[src/hw/phy_ctrl_pkg.sv]
// constants and types shared by the phy basic control logic
package phy_ctrl_pkg;
    // management register addresses and page numbers
    localparam logic [4:0]  ADDR_BASIC_CTRL   = 5'h00;
    localparam logic [4:0]  ADDR_ADVERTISE    = 5'h04;
    localparam logic [4:0]  ADDR_GIG_CTRL     = 5'h09;
    localparam logic [4:0]  ADDR_COPPER_CTRL1 = 5'h10;
    localparam logic [4:0]  ADDR_MAC_CTRL2    = 5'h15;
    localparam logic [4:0]  ADDR_PAGE         = 5'h16;
    localparam logic [4:0]  ADDR_PAGED_FIRST  = 5'h10;
    localparam logic [7:0]  PAGE_COPPER       = 8'h00;
    localparam logic [7:0]  PAGE_MAC          = 8'h02;

    // basic control field positions
    localparam int BIT_SW_RESET   = 15;
    localparam int BIT_LOOPBACK   = 14;
    localparam int BIT_SPEED_LSB  = 13;
    localparam int BIT_AN_ENABLE  = 12;
    localparam int BIT_POWER_DOWN = 11;
    localparam int BIT_AN_RESTART = 9;
    localparam int BIT_DUPLEX     = 8;
    localparam int BIT_SPEED_MSB  = 6;
    // other fields
    localparam int ADV_LO         = 5;
    localparam int ADV_HI         = 8;
    localparam int GIG_ADV_LO     = 8;
    localparam int GIG_ADV_HI     = 9;
    localparam int BIT_PD_COPPER  = 2;
    localparam int LB_SPEED_HI    = 2;

    // hardware reset values
    localparam logic       RST_SW_RESET  = 1'b0;
    localparam logic       RST_LOOPBACK  = 1'b0;
    localparam logic       RST_SPEED_LSB = 1'b0;
    localparam logic       RST_AN_ENABLE = 1'b1;
    localparam logic       RST_POWER_DN  = 1'b0;
    localparam logic       RST_DUPLEX    = 1'b1;
    localparam logic       RST_SPEED_MSB = 1'b1;
    localparam logic [3:0] RST_ADV       = 4'h0;
    localparam logic [1:0] RST_GIG_ADV   = 2'h0;
    localparam logic [2:0] RST_LB_SPEED  = 3'h0;
    localparam logic [7:0] RST_PAGE      = 8'h00;

    // software reset duration
    localparam int CLK_PERIOD_NS   = 10;
    localparam int SW_RESET_NS     = 100;
    localparam int SW_RESET_CYCLES = (SW_RESET_NS + CLK_PERIOD_NS - 1) / CLK_PERIOD_NS;
    localparam int SW_RESET_CNT_W  = 8;

    // speed code, msb from bit 6 and lsb from bit 13
    typedef enum logic [1:0]
    {
        SPEED_10   = 2'b00,
        SPEED_100  = 2'b01,
        SPEED_1000 = 2'b10,
        SPEED_RSVD = 2'b11
    } speed_t;
endpackage

[src/hw/phy_copper_control_register.sv]
// copper phy basic control register with deferred speed and negotiation update
//
// Notes on behaviour
// - writing bit 15 resets state machines, self-clears
// - bit 14 loops transmit to receive, breaks link
// - loopback speed comes from page-2 register 21
// - speed code bit6:bit13, 10=1000, 01=100, 11 reserved
// - speed and negotiation enable apply on update events
// - bit 12 enables negotiation, resets to one
// - loopback, speed lsb reset zero; loopback clears on soft reset
// - forced 1000 still negotiates, advertising duplex bit
// - forced 1000 ignores both advertisement fields
// - negotiation restarts after every hardware or soft reset
// - power-down exit needs both bits zero, resets, restarts
`timescale 1ns/1ns
module phy_copper_control_register
    import phy_ctrl_pkg::*;
(
    input  wire logic                 mclk,
    input  wire logic                 rst_b,
    input  wire logic [4:0]           regAddr,
    input  wire logic                 regWrite,
    input  wire logic                 regRead,
    input  wire logic [15:0]          regWdata,
    output logic      [15:0]          regRdata,
    output logic                      regRvalid,
    output logic                      stateReset,
    output logic                      loopbackEn,
    output logic                      linkBreak,
    output logic [2:0]                loopSpeed,
    output phy_ctrl_pkg::speed_t      lineSpeed,
    output logic                      speedReserved,
    output logic                      duplexFull,
    output logic                      anRunning,
    output logic                      anRestart,
    output logic [3:0]                advBase,
    output logic [1:0]                advGig,
    output logic                      powerDown
);
    import phy_ctrl_pkg::*;

    // software visible fields
    logic       swReset, loopback, speedLsb, anEnable, pdBasic, restartReq, duplex, speedMsb;
    logic [3:0] advField;
    logic [1:0] gigField;
    logic       pdCopper;
    logic [2:0] lbSpeed;
    logic [7:0] page;
    // applied copies, only refreshed on update events
    speed_t     actSpeed;
    logic       actAnEnable, actDuplex;
    logic       pdPrev, hwStart;

    logic       next_swReset, next_loopback, next_speedLsb, next_anEnable, next_pdBasic;
    logic       next_restartReq, next_duplex, next_speedMsb;
    logic [3:0] next_advField;
    logic [1:0] next_gigField;
    logic       next_pdCopper;
    logic [2:0] next_lbSpeed;
    logic [7:0] next_page;
    speed_t     next_actSpeed;
    logic       next_actAnEnable, next_actDuplex, next_pdPrev, next_hwStart;
    logic [15:0] next_regRdata;
    logic       next_regRvalid, next_anRestart;

    logic       wrBasic, pdNow, pdExit, resetStart, updateEvent;
    logic       timerBusy, timerDone;

    sw_reset_timer u_timer
    (
        .mclk  (mclk),
        .rst_b (rst_b),
        .start (resetStart),
        .busy  (timerBusy),
        .done  (timerDone)
    );

    function automatic logic paged_sel(input logic [4:0] a, input logic [7:0] p, input logic [4:0] t,
                                       input logic [7:0] tp);
        paged_sel = (a == t) && (p == tp);
    endfunction

    always_comb
    begin
        wrBasic = regWrite && (regAddr == ADDR_BASIC_CTRL);
        // both power-down bits must be clear
        pdNow  = pdBasic | pdCopper;
        pdExit = pdPrev && !pdNow;
        // a written one starts the reset at once
        resetStart = (wrBasic && regWdata[BIT_SW_RESET]) || pdExit || hwStart;
        // any of the four events latches the pending bits
        // the write edge of the restart bit is the event; a write in the next cycle stays pending
        updateEvent = resetStart || (wrBasic && regWdata[BIT_AN_RESTART]);
    end

    always_comb
    begin
        next_swReset    = swReset;
        next_loopback   = loopback;
        next_speedLsb   = speedLsb;
        next_anEnable   = anEnable;
        next_pdBasic    = pdBasic;
        next_restartReq = restartReq;
        next_duplex     = duplex;
        next_speedMsb   = speedMsb;
        next_advField   = advField;
        next_gigField   = gigField;
        next_pdCopper   = pdCopper;
        next_lbSpeed    = lbSpeed;
        next_page       = page;
        next_actSpeed   = actSpeed;
        next_actAnEnable = actAnEnable;
        next_actDuplex  = actDuplex;
        next_pdPrev     = pdNow;
        next_hwStart    = 1'b0;
        next_anRestart  = 1'b0;

        if (timerDone)
            next_swReset = 1'b0;
        // restart bit is serviced one cycle after it is seen
        if (restartReq)
            next_restartReq = 1'b0;
        if (wrBasic)
        begin
            // set wins over the self-clear in the same cycle
            next_swReset    = swReset | regWdata[BIT_SW_RESET] | (timerBusy & !timerDone);
            next_loopback   = regWdata[BIT_LOOPBACK];
            next_speedLsb   = regWdata[BIT_SPEED_LSB];
            next_anEnable   = regWdata[BIT_AN_ENABLE];
            next_pdBasic    = regWdata[BIT_POWER_DOWN];
            next_restartReq = regWdata[BIT_AN_RESTART];
            next_duplex     = regWdata[BIT_DUPLEX];
            next_speedMsb   = regWdata[BIT_SPEED_MSB];
            if (timerDone && !regWdata[BIT_SW_RESET])
                next_swReset = 1'b0;
        end
        if (regWrite)
        begin
            unique case (regAddr)
                ADDR_ADVERTISE: next_advField = regWdata[ADV_HI:ADV_LO];
                ADDR_GIG_CTRL:  next_gigField = regWdata[GIG_ADV_HI:GIG_ADV_LO];
                ADDR_PAGE:      next_page     = regWdata[7:0];
                default:
                begin
                    if (paged_sel(regAddr, page, ADDR_COPPER_CTRL1, PAGE_COPPER))
                        next_pdCopper = regWdata[BIT_PD_COPPER];
                    if (paged_sel(regAddr, page, ADDR_MAC_CTRL2, PAGE_MAC))
                        next_lbSpeed = regWdata[LB_SPEED_HI:0];
                end
            endcase
        end
        // power-down exit behaves as a soft reset
        if (resetStart && !wrBasic)
            next_swReset = 1'b1;
        // soft reset drops loopback, applies pending speed
        if (resetStart)
            next_loopback = 1'b0;
        if (updateEvent)
        begin
            next_actSpeed    = speed_t'({next_speedMsb, next_speedLsb});
            next_actAnEnable = next_anEnable;
            next_actDuplex   = next_duplex;
        end
        // restart negotiation when a reset ends
        if (timerDone || restartReq)
            next_anRestart = 1'b1;

        next_regRvalid = regRead;
        next_regRdata  = regRdata;
        if (regRead)
        begin
            next_regRdata = 16'h0000;
            unique case (regAddr)
                ADDR_BASIC_CTRL:
                begin
                    next_regRdata[BIT_SW_RESET]   = swReset;
                    next_regRdata[BIT_LOOPBACK]   = loopback;
                    next_regRdata[BIT_SPEED_LSB]  = speedLsb;
                    next_regRdata[BIT_AN_ENABLE]  = anEnable;
                    next_regRdata[BIT_POWER_DOWN] = pdBasic;
                    next_regRdata[BIT_AN_RESTART] = restartReq;
                    next_regRdata[BIT_DUPLEX]     = duplex;
                    next_regRdata[BIT_SPEED_MSB]  = speedMsb;
                end
                ADDR_ADVERTISE: next_regRdata[ADV_HI:ADV_LO]         = advField;
                ADDR_GIG_CTRL:  next_regRdata[GIG_ADV_HI:GIG_ADV_LO] = gigField;
                ADDR_PAGE:      next_regRdata[7:0]                   = page;
                default:
                begin
                    if (paged_sel(regAddr, page, ADDR_COPPER_CTRL1, PAGE_COPPER))
                        next_regRdata[BIT_PD_COPPER] = pdCopper;
                    if (paged_sel(regAddr, page, ADDR_MAC_CTRL2, PAGE_MAC))
                        next_regRdata[LB_SPEED_HI:0] = lbSpeed;
                end
            endcase
        end
    end

    always_ff @(posedge mclk or negedge rst_b)
    begin
        if (!rst_b)
        begin
            swReset     <= RST_SW_RESET;
            loopback    <= RST_LOOPBACK;
            speedLsb    <= RST_SPEED_LSB;
            anEnable    <= RST_AN_ENABLE;
            pdBasic     <= RST_POWER_DN;
            restartReq  <= 1'b0;
            duplex      <= RST_DUPLEX;
            speedMsb    <= RST_SPEED_MSB;
            advField    <= RST_ADV;
            gigField    <= RST_GIG_ADV;
            pdCopper    <= RST_POWER_DN;
            lbSpeed     <= RST_LB_SPEED;
            page        <= RST_PAGE;
            actSpeed    <= speed_t'({RST_SPEED_MSB, RST_SPEED_LSB});
            actAnEnable <= RST_AN_ENABLE;
            actDuplex   <= RST_DUPLEX;
            pdPrev      <= RST_POWER_DN;
            // one reset sequence follows hardware reset
            hwStart     <= 1'b1;
            regRdata    <= 16'h0000;
            regRvalid   <= 1'b0;
            anRestart   <= 1'b0;
        end
        else
        begin
            swReset     <= next_swReset;
            loopback    <= next_loopback;
            speedLsb    <= next_speedLsb;
            anEnable    <= next_anEnable;
            pdBasic     <= next_pdBasic;
            restartReq  <= next_restartReq;
            duplex      <= next_duplex;
            speedMsb    <= next_speedMsb;
            advField    <= next_advField;
            gigField    <= next_gigField;
            pdCopper    <= next_pdCopper;
            lbSpeed     <= next_lbSpeed;
            page        <= next_page;
            actSpeed    <= next_actSpeed;
            actAnEnable <= next_actAnEnable;
            actDuplex   <= next_actDuplex;
            pdPrev      <= next_pdPrev;
            hwStart     <= next_hwStart;
            regRdata    <= next_regRdata;
            regRvalid   <= next_regRvalid;
            anRestart   <= next_anRestart;
        end
    end

    logic forcedGig;

    always_comb
    begin
        // state machines held while the timer runs
        stateReset = timerBusy;
        // loopback routes data inside and drops link
        loopbackEn = loopback;
        linkBreak  = loopback;
        // loopback speed from its own field
        loopSpeed  = lbSpeed;
        // decode of applied code; 00 is 10 Mb/s
        lineSpeed     = actSpeed;
        speedReserved = (actSpeed == SPEED_RSVD);
        duplexFull    = actDuplex;
        powerDown     = pdNow;
        forcedGig     = !actAnEnable && (actSpeed == SPEED_1000);
        if (forcedGig)
        begin
            // negotiation kept on, only matching duplex
            anRunning = 1'b1;
            advBase   = 4'h0;
            advGig    = {actDuplex, !actDuplex};
        end
        else
        begin
            anRunning = actAnEnable;
            advBase   = advField;
            advGig    = gigField;
        end
    end
endmodule

[src/hw/sw_reset_timer.sv]
// timer that holds the phy state machines in software reset
`timescale 1ns/1ns
module sw_reset_timer
    import phy_ctrl_pkg::*;
(
    input  wire logic mclk,
    input  wire logic rst_b,
    input  wire logic start,
    output logic      busy,
    output logic      done
);
    typedef enum logic {IDLE, HOLD} timer_state_t;

    timer_state_t              state;
    timer_state_t              next_state;
    logic [SW_RESET_CNT_W-1:0] count;
    logic [SW_RESET_CNT_W-1:0] next_count;
    logic                      next_done;

    always_comb
    begin
        next_state = state;
        next_count = count;
        next_done  = 1'b0;
        unique case (state)
            IDLE:
            begin
                if (start)
                begin
                    next_state = HOLD;
                    next_count = SW_RESET_CNT_W'(SW_RESET_CYCLES - 1);
                end
            end
            HOLD:
            begin
                // a new start restarts the full hold time
                if (start)
                    next_count = SW_RESET_CNT_W'(SW_RESET_CYCLES - 1);
                else if (count == '0)
                begin
                    next_state = IDLE;
                    next_done  = 1'b1;
                end
                else
                    next_count = count - 1'b1;
            end
        endcase
    end

    always_ff @(posedge mclk or negedge rst_b)
    begin
        if (!rst_b)
        begin
            state <= IDLE;
            count <= '0;
            done  <= 1'b0;
        end
        else
        begin
            state <= next_state;
            count <= next_count;
            done  <= next_done;
        end
    end

    assign busy = (state == HOLD);
endmodule
[config.mk]
export PLATFORM = sky130hd
export DESIGN_NAME = phy_copper_control_register
export DESIGN_NICKNAME = d
export VERILOG_FILES = /design/src/hw/phy_ctrl_pkg.sv /design/src/hw/phy_copper_control_register.sv /design/src/hw/sw_reset_timer.sv
export SDC_FILE = /design/constraint.sdc
export NUM_CORES = 1
export LEC_CHECK = 0
export BUFFER_PORTS_ARGS = -buffer_cell sky130_fd_sc_hd__buf_2
export CORE_UTILIZATION = 46
export CTS_BUF_LIST = sky130_fd_sc_hd__clkbuf_16
export DETAILED_ROUTE_END_ITERATION = 8
export PLACE_DENSITY = 0.7
export SYNTH_ARGS = -nofsm -noshare
export SYNTH_HDL_FRONTEND = slang
export SYNTH_SLANG_ARGS = --single-unit
[constraint.sdc]
create_clock -name mclk -period 1.7 [get_ports mclk]
set_input_delay 0.17 -clock mclk [delete_from_list [all_inputs] [get_ports mclk]]
set_output_delay 0.17 -clock mclk [all_outputs]
set_load 0.1 [all_outputs]
-- After elaboration in Yosys (flattened, before gate mapping)
Cells that the tools add are included.
- input bits: 25
- latch bits: 0
- bits in registers: 59
- memory bits (writable): 0
- bits in read-only memories: 0
- logic and storage cells: 109
- memories kept: 0
- shifts and indexed selects: 0
- eq/ne operators: 10
- divide/modulo/power cells: 0
- $mul: 0
- multiplexer cells: 36
- $add $sub $neg: 1
- bitwise logic cells: 6
- reductions and logical operators: 32
- order comparisons: 0
- operator list (cell ; count):
    $mux 8 ; 3
    $mux 1 ; 20
    $logic_not 8->1 ; 2
    $pmux 8 s2 ; 1
    $eq 5x5->1 const B ; 3
    $logic_and 1x1->1 ; 9
    $eq 8x2->1 const B ; 1
    $pmux 1 s2 ; 4
    $reduce_and 2->1 ; 4
    $sub 8x1->8 const B ; 1
    $logic_not 1->1 ; 6
    $pmux 1 s3 ; 2
    $pmux 3 s2 ; 1
    $reduce_and 3->1 ; 2
    $reduce_or 3->1 ; 2
    $eq 5x3->1 const B ; 1
    $eq 5x4->1 const B ; 1
    $logic_not 5->1 ; 1
    $mux 5 ; 1
    $eq 2x2->1 const B ; 2
    $logic_or 1x1->1 ; 4
    $mux 2 ; 2
    $mux 4 ; 1
    $mux 3 ; 1
    other kinds (7) ; 10

-- Longest topological paths before layout
Gate-level depths: netlist of run 1.
- depth in word-level cells: 7
- mapped depth: 7

-- By module
From an unflattened synthesis of run 1, not the netlist that was laid out.
- cell total of the unflattened synthesis: 239
- area total of the unflattened synthesis: 2703.8 um^2
- modules (own cells, without submodules) (module ; times used ; area each (um^2) ; cells each):
    phy_copper_control_register ; 1 ; 2173.3 ; 186
    sw_reset_timer ; 1 ; 530.5 ; 53

-- Least setup slack after synthesis of run 1
OpenSTA, ideal clock, no wires.
- path type: flip-flop to output port
- start: register actSpeed[0], in the netlist lineSpeed[0]
- end: output advGig[0]
- arrival time: 3.339 ns
- setup slack: -1.809 ns
- cell stages (with the launch flop): 3
- path buffers: 0
- data required time: 1.530 ns
- cells stage by stage: dfrtp_1 > nand2b_1 > o31ai_1
- word-level cells in the longest chain between the ends: 3
- RTL lines (what ; line ; RTL):
    start: declaration ; phy_copper_control_register.sv:50 ; speed_t actSpeed;
    start signal: assignment ; phy_copper_control_register.sv:216 ; actSpeed <= speed_t'({RST_SPEED_MSB, RST_SPEED_LSB});
    start signal: assignment ; phy_copper_control_register.sv:241 ; actSpeed <= next_actSpeed;
    $eq 2x2->1 ; phy_copper_control_register.sv:268 ; forcedGig = !actAnEnable && (actSpeed == SPEED_1000);
    $logic_and 1x1->1 ; phy_copper_control_register.sv:268 ;
    $mux 2 ; phy_copper_control_register.sv:269 ; if (forcedGig)
    end: declaration ; phy_copper_control_register.sv:37 ; output logic [1:0] advGig,
No other way between the ends.

-- Final worst setup path of run 1
- start: register actSpeed[1], in the netlist lineSpeed[1]
- end: output advGig[1]
The elaborated chain is that of the path after synthesis.

==> results of run 1 <==
==> per-stage QoR <==
| stage | setup TNS (ns) | hold WS (ns) |
|---|---|---|
| final | -0.236 | 0.0924 |
| after global routing | -1.09 | 0.0888 |
| after CTS | -0.194 | 0.0876 |
| after detailed placement | -0.770 | 0.197 |
| after global placement | -0.531 | 0.198 |
| after floorplan | -0.422 | -0.126 |
==> sequential cells by signal, indices dropped and copies added (netlist names), 2 cells and up <==
name	count
regRdata	15
page	8
u_timer.count	8
advField	4
loopSpeed	3
gigField	2
lineSpeed	2
==> per-layer routing <==
metal / part of all wire (%) / vias to the layer above
met5: 0 / -
met4: 2.5 / 0
met3: 2.9 / 14
met2: 50 / 52
met1: 45 / 1063
li1: - / 1025
==> cell type report <==
class	instances	area, µm²
Inverter	11	41.3
Sequential cell	59	1490
Clock inverter	7	28.8
Clock buffer	9	225
Fill cell	433	1740
Tap cell	72	90.1
Multi-Input combinational cell	156	1330
Timing Repair Buffer	92	657
==> how the worst max path moves through the flow <==
stage,from,slack [ns],end,cells after the start
detailed placement,page[4],-0.17,pdCopper,4
global placement,regAddr[1],-0.13,lineSpeed[0],5
finish,lineSpeed[1],-0.08,advGig[1],4
floorplan,lineSpeed[1],-0.25,advGig[0],2
global route,lineSpeed[1],-0.12,advGig[1],4
CTS,lineSpeed[1],-0.09,advGig[1],4
==> power by group through the flow <==
stage / Clock (W) / Combinational, W / Sequential, W
detailed placement: 0 / 0.00182 / 0.00181
finish: 0.00151 / 0.00198 / 0.00180
CTS: 0.00154 / 0.00186 / 0.00179
global placement: 0 / 0.00179 / 0.00180
global route: 0.00161 / 0.00208 / 0.00183
floorplan: 0 / 0.000999 / 0.00208
==> placed cells by master, fill, tap and decap left out, drive strengths merged, types with 5 or more instances in the layout <==
master | synthesis | final
nor2b | 6 | 6
nor2 | 21 | 21
nand2 | 8 | 8
dfstp | 7 | 7
buf | 5 | 91
dfrtp | 52 | 52
inv | 11 | 14
clkbuf | 3 | 9
a21oi | 10 | 10
mux2 | 30 | 30
nand2b | 5 | 5
o21ai | 11 | 11
nand3 | 9 | 9
==> timing repair <==
action,4_1_cts,5_1_grt
endpoints found under the setup margin,15,17
resized for setup,8,16
setup buffers,4,3
hold buffers,1,0
pin swaps,2,10
endpoints found under the hold margin,52,0
==> kinds of logic after synthesis <==
kind of cell | synth area share (%)
simple gates | 17.6
flops | 54.4
compound gates | 9.25
mux | 13.5
buf+inv | 2.98
xor+xnor | 1.28
fa+ha+maj | 0.916
other cells | 0.137
==> metrics.txt, run 1 <==
status complete, but fails checks; violated checks setup timing; Yosys cell types 55; cell count of the worst reg-to-reg path 5; period utilisation layout 105%; Core Util, Final 68.9%; Crit-path slowest cell dfstp_4; max_slew headroom between 50 and 60%; clock skew about 0.0076 ns; die footprint 6250 µm²; hold_sp regWdata[3]; CTS max path bufs 2; Overall Global Routing Usage 22.0%; hold path depth 2; CTS tree done; max_cap viols 0; Worst setup SP type flip-flop; number of setup violations in the final report 6; area grow syn2layout 41.4%; Avg WL per Cell 16.1 µm; Power Density 1370 nW/µm²; fin area about 3900 µm²; Comb power frac 37.4%; RePlAce Congestion 0.876; total number of vias 2,154; I/O pins 61; vias per cell between 5 and 6; DR iter-0 viols about 120; fraction of registers with async set/reset 100%; CP Max Fanout 4; fraction of layout cells with a size suffix above 1 51.8%; fin worst setup slack -0.0805 ns; Skew-Pair Late Insertion Delay 0.32 ns; Cells after DPL 382; Worst setup EP type output port; FF-to-FF Start page[4]; Num CTS Buffers 9; Hold Fails Final Rpt 0; Initial Util 48.7%; met1 Use GR 28.3%; maximum vdd drop approximately 1.3 mV; met3 GRT Util 4.14%; ant diodes 0; clock share of power 28.6%; Int Pwr 0.00329 W; Core Area 5610 µm²; Critical Path RT 1.53 ns; Peak Freq 0.562 GHz; Yosys top cell by area dfrtp_1; Post-synth EDFFs 0; Root Driver clkbuf_16; RSZ-0062 raised after global routing yes; top cells by area, synth dfrtp_1, mux2_2, dfstp_2; CTS sink count 59; Seq/Total Area, Yosys 54.3%; First-pass DRT Iterations 4; share of the synthesized area in the top cell type between 40% and 50%; HPWL Detailed 4420 µm; Nets 356; fin crit period 1.78 ns; CP Cell Sequence nand2b_4 -> nor2_4 -> mux2_4 -> buf_12; worst stage delay on the critical path 0.63 ns; Pins Over Slew Limit 0; Crit path max-delay family flip-flops; worst-margin pin slew around 0.61 ns; part of the power in registers 34.0%; Design Power 0.00530 W; FF-to-FF End loopSpeed[0]; worst min path class in -> reg; DRT Wirelength 6550 µm; number of global-route vias before repair 2,163; Top Usage Layer GRT met2; # H-tree levels 3; Leak 1.83 nW; mapped cell area between 2000 and 3000 µm²; synthesis warning total 0; Sw Ratio 37.9%; Row Count 27; DRC viols 0; Seq cells post-synth 59; largest net degree at the start of global routing 60; met2 usage in global routing between 30% and 40%; Post-DP Area 3440 µm²; # port buffers 58; commonest cells in the synthesized netlist dfrtp_1, mux2_2, nor2_1; global-route wire length before repair 10,300 µm; clk slew on worst S/H paths 0.05 ns; pre-CTS setup slack -0.169 ns; Chip Height 79.1 µm; R2R setup slack -0.04 ns; initial antenna violation count 0; most common cell in the synthesized netlist dfrtp_1; Psw about 0.0020 W; critical path type reg -> out; WP data arrival 1.61 ns; prevailing post-synth register cell dfrtp_1; post-route ant nets 0; Hold EP page[3]; Synth Instances 233; grt ovf 0; Worst Path Buf+Inv 1; fin cells just over 400; die width about 80 µm; syn avg cell area 11.7 µm²
Note: power is estimated with default switching activity, not from simulation.
==> inputs of run 2 (changes only) <==
Settings changed: ABC_AREA from default to 1.
==> metrics.txt, run 2 <==
status complete, but fails checks; violated checks setup timing; Yosys top cell by area dfrtp_1; critical path type reg -> out; RePlAce Congestion 0.817 (-6.7%); Most flops, register regRdata; DRT Wirelength 6510 µm (-0.53%); number of setup violations in the final report 5 (-1); Root Driver clkbuf_16; CTS max path bufs 2 (unchanged); Worst setup EP type output port; Initial Util 48.2% (-0.57 points); R2R setup slack 0.22 ns (+0.26 ns); maximum vdd drop 1.00 mV (-23%); share of the synthesized area in the top cell type 45.1% (-2.5 points); Worst setup SP type flip-flop; Overall Global Routing Usage 22.5% (+0.53 points); fin crit period 1.76 ns (-0.0249 ns); fraction of registers with async set/reset 100% (unchanged); worst min path class in -> reg; filler cell count 550 (+27%); ant diodes 0 (unchanged); clk slew on worst S/H paths 0.05 ns (about the same); top cells by area, synth dfrtp_1, nand2_1, dfstp_2; global-route wire length before repair 11,000 µm (+6.8%); number of global-route vias before repair 2,348 (+8.6%); fin cells 504 (+24%); Pins Over Slew Limit 0 (unchanged); period utilisation layout 103% (-1.5 points); largest registers regRdata (15), page (8), u_timer.count (8); prevailing post-synth register cell dfrtp_1; DRC viols 0 (unchanged); Storage cell area 1490 µm² (unchanged); Seq cells post-synth 59 (unchanged); Hold Fails Final Rpt 0 (unchanged); grt ovf 0 (unchanged); max_cap viols 0 (unchanged); mapped cell area 2890 µm² (+5.6%); Largest register FFs 15 (unchanged); fin worst setup slack -0.0556 ns (+0.0249 ns); Skew-Pair Late Insertion Delay 0.32 ns (about the same); Synth Instances 357 (+53%); I/O pins 61 (unchanged); commonest cells after routing, fill and taps aside nand2_1, buf_2, dfrtp_1; # port buffers 58 (unchanged); WP data arrival 1.59 ns (-0.02 ns); initial antenna violation count 0 (unchanged); Seq/Total Area, Yosys 51.5% (-2.9 points); most common cell after layout, fill and taps aside nand2_1; HPWL Detailed 4380 µm (-0.90%); RSZ-0062 raised after global routing yes; syn avg cell area 8.08 µm² (-31%); synthesis warning total 0 (unchanged); Yosys cell types 33 (-40%); clock skew 0.00399 ns (-0.00357 ns); CTS tree done; CP Max Fanout 5 (+1); largest net degree at the start of global routing 60 (unchanged); pre-CTS setup slack 0.165 ns (+0.334 ns); Peak Freq 0.570 GHz (+1.4%); area grow syn2layout 26.9%; multi-input logic area 1190 µm² (-10%); die footprint 6590 µm² (+5.4%); CTS sink count 59 (unchanged); Nets 451 (+27%); vias per cell 4.97 (-6.3%); # H-tree levels 3 (unchanged); most common cell in the synthesized netlist nand2_1; Avg WL per Cell 12.9 µm (-20%); hold path depth 3 (+1); First-pass DRT Iterations 4 (unchanged); Num CTS Buffers 9 (unchanged); Cells after DPL 486 (+27%); total number of vias 2,506 (+16%); Post-synth EDFFs 0 (unchanged); Core Area 5990 µm² (+6.8%); die width 81.2 µm (+2.7%); fraction of layout cells with a size suffix above 1 28.0% (-24 points); DR iter-0 viols 146 (+19%); commonest cells in the synthesized netlist nand2_1, dfrtp_1, inv_1; Power Density 1410 nW/µm² (+2.6%); cell count of the worst reg-to-reg path 9 (+4); Critical Path RT 1.53 ns (about the same); post-route ant nets 0 (unchanged); Chip Height 81.2 µm (+2.7%); Row Count 28 (+3.7%); Leak 1.94 nW (+6.0%)
-- run 2: routing by layer --
layer | routed length [µm] | global-route usage (%) | up-vias | part of all wire (%)
li1 | - | - | 1254 | -
met1 | 3100 | 29.8 | 1181 | 48
met2 | 3010 | 34.5 | 59 | 46
met3 | 262 | 4.94 | 12 | 4.0
met4 | 144 | 11.8 | 0 | 2.2
met5 | 0 | 0 | - | 0
-- run 2: worst paths after layout --
check	to	from
setup / recovery	advBase[0]	lineSpeed[1]
hold / removal	pdBasic	regWdata[11]
setup reg to reg	u_timer.count[1]	u_timer.count[0]
hold reg to reg	anRestart	u_timer.done
max in group asynchronous	duplexFull	rst_b
min in group asynchronous	regRvalid	rst_b
-- run 2: where the power goes --
part / total, W / internal, W / switching, W
Sequential: 0.00182 / 0.00164 / 0.000177
Combinational: 0.00179 / 0.000507 / 0.00128
Clock: 0.00155 / 0.000951 / 0.000594
Total: 0.00515 / 0.00310 / 0.00205
-- run 2: worst max-delay path: stages (launching register included) --
cell and delay, ns:
dfstp_4 0.64, inv_4 0.04, nor3_4 0.15, inv_2 0.10, nand2_2 0.09, clkinvlp_4 0.08
buf_6 0.18
-- run 2: layout make-up --
class                      instances  share of cell area [%]
sequential                        59                    40.7
multi-input combinational        244                    32.6
inverter                          47                    5.16
clock inverter                     7                   0.786
tap                               75                    2.56
clock buffer                       9                    6.15
timing repair buffer              63                    12.0
-- run 2: cell families after synthesis --
family | Yosys count | share of synthesized area (%)
xor+xnor | 1 | 0.304
flops | 59 | 51.5
simple gates | 193 | 29.4
buf+inv | 55 | 8.41
fa+ha+maj | 2 | 0.867
other cells | 1 | 0.130
compound gates | 46 | 9.45
-- run 2: timing repair --
action                                  4_1_cts  5_1_grt
gates cloned                                  0        0
pin swaps                                     1        2
endpoints found under the setup margin        6       10
hold buffers                                  1        0
resized for setup                            12        7
endpoints found under the hold margin        52        0
buffers inserted                              1        0
-- run 2: stage by stage --
step | instance area (µm²) | hold WS (ns) | setup TNS [ns] | util, % | power [W]
3_5_place_dp | 3330 | 0.199 | 0 | 55.7 | 0.00353
4_1_cts | 3640 | 0.0651 | -0.175 | 60.8 | 0.00515
2_1_floorplan | 2930 | -0.126 | -0.163 | - | 0.00313
6_report | 3660 | 0.0679 | -0.152 | 61.1 | 0.00515
5_1_grt | 3660 | 0.0931 | -0.501 | 61.1 | 0.00542
3_3_place_gp | 3330 | 0.201 | 0 | 55.7 | 0.00350
